--- src/rtl/cfgapr_pkg.sv ---
// constants for the configuration address port router
package cfgapr_pkg;
  localparam logic [15:0] ADDR_PORT      = 16'h0CF8;
  localparam logic [15:0] DATA_PORT      = 16'h0CFC;
  localparam logic [31:0] SEL_RESET      = 32'h0000_0000;
  localparam logic [3:0]  BE_DWORD       = 4'hF;
  localparam int          EN_BIT         = 31;
  localparam int          BUS_HI         = 23;
  localparam int          BUS_LO         = 16;
  localparam int          DEV_HI         = 15;
  localparam int          DEV_LO         = 11;
  localparam int          FN_HI          = 10;
  localparam int          FN_LO          = 8;
  localparam int          REG_HI         = 7;
  localparam int          REG_LO         = 2;
  localparam logic [31:0] SEL_WMASK      = 32'h80FF_FFFC;
  localparam logic [4:0]  DEV_HOST       = 5'h00;
  localparam logic [4:0]  DEV_PEXBRIDGE  = 5'h01;
  localparam logic [2:0]  FN_ZERO        = 3'h0;
  localparam logic [7:0]  BUS_ZERO       = 8'h00;
  localparam logic [1:0]  HDR_BYTE_PAD   = 2'h0;
  // route codes
  typedef enum logic [2:0] {
    RT_NONE     = 3'b000,
    RT_INT_HOST = 3'b001,
    RT_INT_PEXB = 3'b010,
    RT_LINK_T0  = 3'b011,
    RT_LINK_T1  = 3'b100,
    RT_PEX_T0   = 3'b101,
    RT_PEX_T1   = 3'b110,
    RT_ABORT    = 3'b111
  } cfgapr_route_t;
endpackage
--- src/rtl/cfg_address_port_router.sv ---
// configuration address port with routing of data-window accesses
// Contract
// - the address port is four I/O bytes at 0CF8h and is claimed only for full doubleword access.
// - byte or word access to the port leaves it unchanged and goes to the chipset link as plain I/O.
// - bit 31 is a read/write enable resetting to 0 that gates configuration through the window.
// - bus 23:16, device 15:11, function 10:8, register 7:2 reset to zero; other bits reserved.
// - bus zero with device two or more gives a Type 0 cycle on the chipset link.
// - nonzero bus outside the bridge's secondary..subordinate range gives a link Type 1 cycle.
// - nonzero bus equal to the bridge secondary number gives a Type 0 request on the express port.
// - bus above secondary and up to subordinate gives a Type 1 request on the express port.
// - bus goes to header byte 8 bits 7:0 and to link address bits 23:16 for Type 1.
// - with bus zero, device 0 is the host bridge and device 1 the express bridge.
// - device goes to header byte 6 bits 7:3 and to link address bits 15:11.
// - cycles to internal functions with a nonzero function number are ignored.
// - function goes to header byte 6 bits 2:0 and to link address bits 10:8.
// - register goes to header byte 7 bits 7:2 and to link address bits 7:2.
// - with enable set, any data-window access starts a transaction to the held target.
// - an express Type 0 access with nonzero device number is master-aborted.
`timescale 1ns/1ns
`default_nettype none
module cfg_address_port_router (
  input  wire logic        ref_clk,      // 100 MHz clock
  input  wire logic        reset,        // async, active high
  input  wire logic        ioValid,      // one-cycle host I/O request
  input  wire logic        ioWrite,      // 1 write, 0 read
  input  wire logic [15:0] ioAddr,       // I/O byte address, dword aligned
  input  wire logic [3:0]  ioByteEn,     // byte enables
  input  wire logic [31:0] ioWdata,      // write data
  input  wire logic [7:0]  secBus,       // bridge secondary bus number
  input  wire logic [7:0]  subBus,       // bridge subordinate bus number
  output var  logic        ioAck,        // port claimed, one-cycle pulse
  output var  logic [31:0] ioRdata,      // port read data, valid with ioAck
  output var  logic        ioPass,       // pulse: forward as plain I/O on link
  output var  logic        cfgStart,     // pulse: configuration transaction routed
  output var  logic [2:0]  cfgRoute,     // route code, held
  output var  logic [31:0] hdrBytes6to9, // header bytes 6,7,8 and pad, held
  output var  logic [23:0] linkAddr,     // link address bits 23:0, held
  output var  logic [31:0] selection     // current port contents
);

  typedef struct packed {
    logic [31:0] sel;
    logic        ack;
    logic [31:0] rdata;
    logic        pass;
    logic        start;
    logic [2:0]  route;
    logic [31:0] hdr;
    logic [23:0] addr;
  } cfgapr_state_t;

  cfgapr_state_t st;
  cfgapr_state_t next_st;

  // route decision from the held fields; used for routing and checks
  function automatic cfgapr_pkg::cfgapr_route_t routeOf(
    input logic [31:0] s,
    input logic [7:0]  sb,
    input logic [7:0]  ub
  );
    logic [7:0] b;
    logic [4:0] d;
    logic [2:0] f;
    b = s[cfgapr_pkg::BUS_HI:cfgapr_pkg::BUS_LO];
    d = s[cfgapr_pkg::DEV_HI:cfgapr_pkg::DEV_LO];
    f = s[cfgapr_pkg::FN_HI:cfgapr_pkg::FN_LO];
    if (b == cfgapr_pkg::BUS_ZERO)
    begin
      if (d == cfgapr_pkg::DEV_HOST || d == cfgapr_pkg::DEV_PEXBRIDGE)
      begin
        if (f != cfgapr_pkg::FN_ZERO)
          routeOf = cfgapr_pkg::RT_NONE;
        else if (d == cfgapr_pkg::DEV_HOST)
          routeOf = cfgapr_pkg::RT_INT_HOST;
        else
          routeOf = cfgapr_pkg::RT_INT_PEXB;
      end
      else
        routeOf = cfgapr_pkg::RT_LINK_T0;
    end
    else if (b == sb)
    begin
      // only device 0 lives across the express link
      if (d != cfgapr_pkg::DEV_HOST)
        routeOf = cfgapr_pkg::RT_ABORT;
      else
        routeOf = cfgapr_pkg::RT_PEX_T0;
    end
    else if (b > sb && b <= ub)
      routeOf = cfgapr_pkg::RT_PEX_T1;
    else
      routeOf = cfgapr_pkg::RT_LINK_T1;
  endfunction

  logic isAddrPort;
  logic isDataPort;
  logic fullDword;
  logic cfgOn;
  cfgapr_pkg::cfgapr_route_t rt;

  always_comb
  begin
    isAddrPort = (ioAddr == cfgapr_pkg::ADDR_PORT);
    isDataPort = (ioAddr == cfgapr_pkg::DATA_PORT);
    fullDword  = (ioByteEn == cfgapr_pkg::BE_DWORD);
    cfgOn      = st.sel[cfgapr_pkg::EN_BIT];
    rt         = routeOf(st.sel, secBus, subBus);
    next_st       = st;
    next_st.ack   = 1'b0;
    next_st.pass  = 1'b0;
    next_st.start = 1'b0;
    if (ioValid && isAddrPort)
    begin
      if (fullDword)
      begin
        next_st.ack   = 1'b1;
        next_st.rdata = st.sel;
        if (ioWrite)
          next_st.sel = ioWdata & cfgapr_pkg::SEL_WMASK;
      end
      else
        next_st.pass = 1'b1;
    end
    else if (ioValid && isDataPort)
    begin
      if (cfgOn)
      begin
        next_st.start = 1'b1;
        next_st.route = rt;
        next_st.hdr   = {HDRB6(st.sel),
                         st.sel[cfgapr_pkg::REG_HI:cfgapr_pkg::REG_LO],
                         cfgapr_pkg::HDR_BYTE_PAD,
                         st.sel[cfgapr_pkg::BUS_HI:cfgapr_pkg::BUS_LO],
                         8'h00};
        next_st.addr  = st.sel[cfgapr_pkg::BUS_HI:0] & 24'hFFFFFC;
        if (rt != cfgapr_pkg::RT_LINK_T1)
          next_st.addr[cfgapr_pkg::BUS_HI:cfgapr_pkg::BUS_LO] = 8'h00;
      end
      else
        next_st.pass = 1'b1;
    end
  end

  // header byte 6: device in 7:3, function in 2:0
  function automatic logic [7:0] HDRB6(input logic [31:0] s);
    HDRB6 = {s[cfgapr_pkg::DEV_HI:cfgapr_pkg::DEV_LO],
             s[cfgapr_pkg::FN_HI:cfgapr_pkg::FN_LO]};
  endfunction

  always_ff @(posedge ref_clk or posedge reset)
  begin
    if (reset)
    begin
      st       <= '0;
      st.sel   <= cfgapr_pkg::SEL_RESET;
    end
    else
      st <= next_st;
  end

  always_comb
  begin
    ioAck        = st.ack;
    ioRdata      = st.rdata;
    ioPass       = st.pass;
    cfgStart     = st.start;
    cfgRoute     = st.route;
    hdrBytes6to9 = st.hdr;
    linkAddr     = st.addr;
    selection    = st.sel;
  end
endmodule // cfg_address_port_router
`default_nettype wire

--- config.mk ---
export PLATFORM = sky130hd
export DESIGN_NAME = cfg_address_port_router
export DESIGN_NICKNAME = d
export VERILOG_FILES = /design/src/rtl/cfgapr_pkg.sv /design/src/rtl/cfg_address_port_router.sv
export SDC_FILE = /design/constraint.sdc
export NUM_CORES = 1
export LEC_CHECK = 0
export ABC_AREA = 0
export BUFFER_PORTS_ARGS = -buffer_cell sky130_fd_sc_hd__buf_2
export CORE_ASPECT_RATIO = 1.4
export CORE_MARGIN = 1
export CORE_UTILIZATION = 50
export DETAILED_ROUTE_END_ITERATION = 12
export PLACE_DENSITY = 0.91
export SYNTH_ARGS = -nofsm -noshare
export SYNTH_HDL_FRONTEND = slang
export SYNTH_SLANG_ARGS = --single-unit
--- constraint.sdc ---
create_clock -name ref_clk -period 5.65 [get_ports ref_clk]
set_input_delay 0.565 -clock ref_clk [delete_from_list [all_inputs] [get_ports ref_clk]]
set_output_delay 0.565 -clock ref_clk [all_outputs]
set_load 0.05 [all_outputs]
; ---- Word-level counts from Yosys, hierarchy flattened
; Cells that the tools add are included.
; Widths: inputs -> output; s select.
[op_classes]
n_lt_le_gt_ge = 2
n_eq_ne = 6
muxes = 16
bitwise_logic = 1
reduce_logical = 11
[op_table]
columns = operator, n
row1 = $mux 60, 2
row2 = $mux 33, 2
row3 = $mux 61, 1
row4 = $eq 16x12->1 const B, 2
row5 = $mux 3, 3
row6 = $eq 8x8->1, 1
row7 = $gt 8x8->1, 1
row8 = $le 8x8->1, 1
row9 = $logic_not 8->1, 1
row10 = $mux 2, 4
row11 = $mux 8, 1
row12 = $reduce_and 3->1, 2
row13 = $eq 5x1->1 const B, 1
row14 = $logic_not 5->1, 1
row15 = $reduce_bool 5->1, 1
row16 = $eq 4x4->1 const B, 1
row17 = $logic_and 1x1->1, 3
row18 = $mux 1, 3
row19 = $ne 3x3->1 const B, 1
row20 = $reduce_bool 3->1, 1
row21 = $reduce_and 2->1, 1
row22 = $logic_or 1x1->1, 1
row23 = $not 1->1, 1
[word_totals]
ff_bits = 96
input_bits = 72
output_inout_bits = 126
elab_cells = 44

; ---- Longest topological paths before layout
[logic_depth]
depth_word = 10
ltp_mapped = 7

; ---- Worst setup path after synthesis
; No wires, ideal clock.
[synth_timing]
path_kind = input -> register
from = in ioAddr[1]
to = reg st, in the netlist selection[18]
setup_ps = 128
t_arrival_ps = 2170
path_slack_ps = 3352
cell_stages = 5
path_buffers = 1
path_cell_list = or4b_4 > nor4_4 > nand2_2 > buf_2 > mux2_1
[synth_between]
elab_chain_cells = 3
[synth_rtl]
columns = item, line_no
row1 = "start, declared", cfg_address_port_router.sv:26  ; input wire logic [15:0] ioAddr,
row2 = $eq 16x12->1, cfg_address_port_router.sv:103  ; isAddrPort = (ioAddr == cfgapr_pkg::ADDR_PORT);
row3 = $logic_and 1x1->1, cfg_address_port_router.sv:112  ; if (ioValid && isAddrPort)
row4 = $reduce_and 3->1 (no line), n/a
row5 = "end signal, assigned", cfg_address_port_router.sv:158  ; st <= next_st;
row6 = "end, declared", cfg_address_port_router.sv:52  ; cfgapr_state_t st;
; No other way between the ends.
; A chain may end at the register's enable or synchronous reset.

; ---- Final worst setup path
[layout_timing]
from = in ioAddr[1]
to = reg st, in the netlist cfgRoute[1]
[layout_between]
elab_chain_cells = 4
word_cells_on_any_way = 6
[layout_rtl]
columns = item, line_no
row1 = $eq 16x12->1, cfg_address_port_router.sv:103
row2 = $logic_and 1x1->1, cfg_address_port_router.sv:112
row3 = $not 1->1 (no line), n/a
row4 = $reduce_and 3->1 (no line) (*), n/a
; Mark *: on every way between the ends. The rest lies on a longest branch, timed or not.

==> results.md <==
* Clock sinks at between 80 and 90
* Maximum number of pins on one net before global-route repair at slightly above 80
* Register area share after synthesis at approximately 52%
* EDFF count, synth at 0
* Depth of the CTS H-tree at 3
* Worst endpoint required time at 5.90 ns
* Resize count post-CTS at 0
* I/O pin count at roughly 200
* Asr flop ratio synth at 100.0%
* GRT overflow at 0
* Deepest clock path buffer count at 2
* Peak supply drop at around 140 uV
* Total track usage at 22.93%
* Pleak at between 2 and 3 nW
* Post-route ant nets at 0
* Final hold viol count at 0
* Worst Setup End Kind: flop
* Antenna violations before repair at 0
* Max-cap viol count at 0
* Routed WL per cell at approximately 15 um
* Critical path class: input pin to flop
* Mapped Cells at around 360
* Die height at roughly 110 um
* Area of the die at 0.008265 mm^2
* DR vias at 3,053
* Num rows at 38
* Crit path DAT at 3.46 ns
* Synthesized area at between 0.003 and 0.004 mm^2
* Routed wire length at between 9000 and 10,000 um
* # DRC at 0
* CTS tree: yes
* Synth warn at 0
* FF+latch area at ~0.0021 mm^2
* Layout cells sized above 1 at roughly 41%
* Clock latency on the worst-skew pair at 0.35 ns
* PwrDens at 227.3 mW/mm^2
* Vias in the first global route at approximately 3,000
* Commonest non-fill, non-tap cells in the layout: 158 x buf_2, 82 x dfrtp_1, 77 x nand2_1
* Commonest non-fill, non-tap cell in the layout: buf_2
* Worst-Margin Slew at 1.027 ns
* RSZ-0062 raised after global routing: false
* Setup_tns at 0 ns
* Total Nets Final at a little under 600
* Hold_buf cts at 0
* Via/cell ratio at 4.989
* Final Skew at between 0.01 and 0.015 ns
* Placer congestion estimate at roughly 0.76
* Clk Tree Root Cell: clkbuf_8
* Achievable Freq at between 0.3 and 0.4 GHz
* DRT Pass-1 Iters at 7
* CTS clock-pin slew for the worst setup and hold paths at 0.08 ns
* Buffers on Ports at 158
* Post-synth top flop: dfrtp_1
* Status: complete, no violations
* Hold Path Class: input pin to flop
* Final Cycle Share at between 50% and 60%
* 1st-iter DRT viols at between 80 and 90
* Total core area at around 0.0077 mm^2
* Syn-to-layout area delta at 21.73%
* Fin crit period at roughly 3.2 ns
* Initial Util at about half
* Max Fanout on Critical Path at 36
* First-pass GRT wire length at 14,590 um
* Crit start category: input pin
* Slew headroom at about a third
* # Post-CTS Setup Buffers at 0
* Multi-input gate area at 0.001567 mm^2
* Num CTS Buffers at 9
* Max-slew violations at 0
* Ant. Diodes at 0
* Horiz. Die Dim at around 77 um
* Synth Register Bits at 82
* Mean Syn Cell Area at roughly 11 um^2
* HPWL reported at the end of detailed placement at around 6600 um
* Post-layout util at 62.43%
* Post-synth cell types at 37
* Final setup fails at 0
* Fill cells at 645
[cells in the mapped netlist, drive strengths merged, types with 5 or more instances]
master | instances | share of area, %
nand4 | 7 | 1.1
a21oi | 6 | 0.76
buf | 51 | 9.2
inv | 17 | 1.6
nand3 | 11 | 1.5
dfrtp | 82 | 52
nand2 | 78 | 7.5
ha | 16 | 5.1
nor2 | 5 | 0.48
o21ai | 10 | 1.3
mux2 | 47 | 13
[layer usage]
layer  vias to the layer above  wire, um  share of wire (%)  track usage [%]
met4                         0       151                1.7            9.838
met2                       134      4763                 53            40.08
met5                         -         0                  0                0
met3                        14       561                6.2            4.340
met1                      1465      3575                 39            27.32
li1                       1440         -                  -                -
[power breakdown]
part / internal (mW) / leakage (nW) / switching, mW
logic: 0.0211 / 1.71 / 0.0685
registers: 0.586 / 1.15 / 0.00000409
clock network: 0.215 / 0.0994 / 0.202
total: 0.822 / 2.96 / 0.270
[stage by stage]
step	cell area, um^2	setup slack, ns	cells	total power, mW	hold WS, ns
floorplan	4059	2.977	391	0.6763	0.6967
global placement	4614	2.106	597	0.6845	0.4475
detailed placement	4614	2.035	597	0.6875	0.4511
CTS	4808	2.417	612	1.104	0.4018
global route	4808	2.226	612	1.139	0.3993
finish	4808	2.442	612	1.093	0.4198
[final timing paths]
kind	start	to	slack [ns]	depth (start not counted)
min in group asynchronous	reset	selection[8]	0.51	3
worst min register to register	hdrBytes6to9[11]	hdrBytes6to9[11]	0.47	2
max in group asynchronous	reset	ioRdata[11]	4.46	3
worst max register to register	selection[31]	cfgRoute[1]	3.29	4
worst min-delay path	ioWdata[13]	selection[13]	0.42	2
worst max-delay path	ioAddr[1]	cfgRoute[1]	2.44	7
[registers in the layout, summed over array words and instances (netlist names)]
name,cells
ioRdata,23
selection,23
linkAddr,22
hdrBytes6to9,8
cfgRoute,3
cfgStart,1
ioAck,1
ioPass,1
[final cells by class]
| type | count | share of cell area, % |
|---|---|---|
| clock buffer | 11 | 2.940 |
| clock inverter | 4 | 1.093 |
| sequential | 82 | 42.68 |
| multi-input combinational | 238 | 32.58 |
| inverter | 17 | 1.353 |
| timing repair buffer | 160 | 16.76 |
| tap | 100 | 2.602 |
[logic make-up (layout without fill, tap and decap cells)]
kind of cell / count (synthesis) / after routing / share of synthesized area [%]
multiplexers: 47 / 47 / 13.40
other: 1 / 30 / 0.09494
AND/OR/NAND/NOR: 118 / 118 / 14.19
adder cells (fa/ha/maj): 16 / 16 / 5.068
flip-flops: 82 / 82 / 51.95
AO/OA/AOI/OAI: 27 / 27 / 4.149
buffers and inverters: 71 / 192 / 11.15
[worst max-delay path, stage by stage]
cell     delay [ns]
buf_2          0.10
or4b_4         0.57
nor4b_2        0.35
nand3_2        0.63
inv_2          0.73
mux2_2         0.40
o21a_1         0.10
Note: power is estimated with default switching activity, not from simulation.
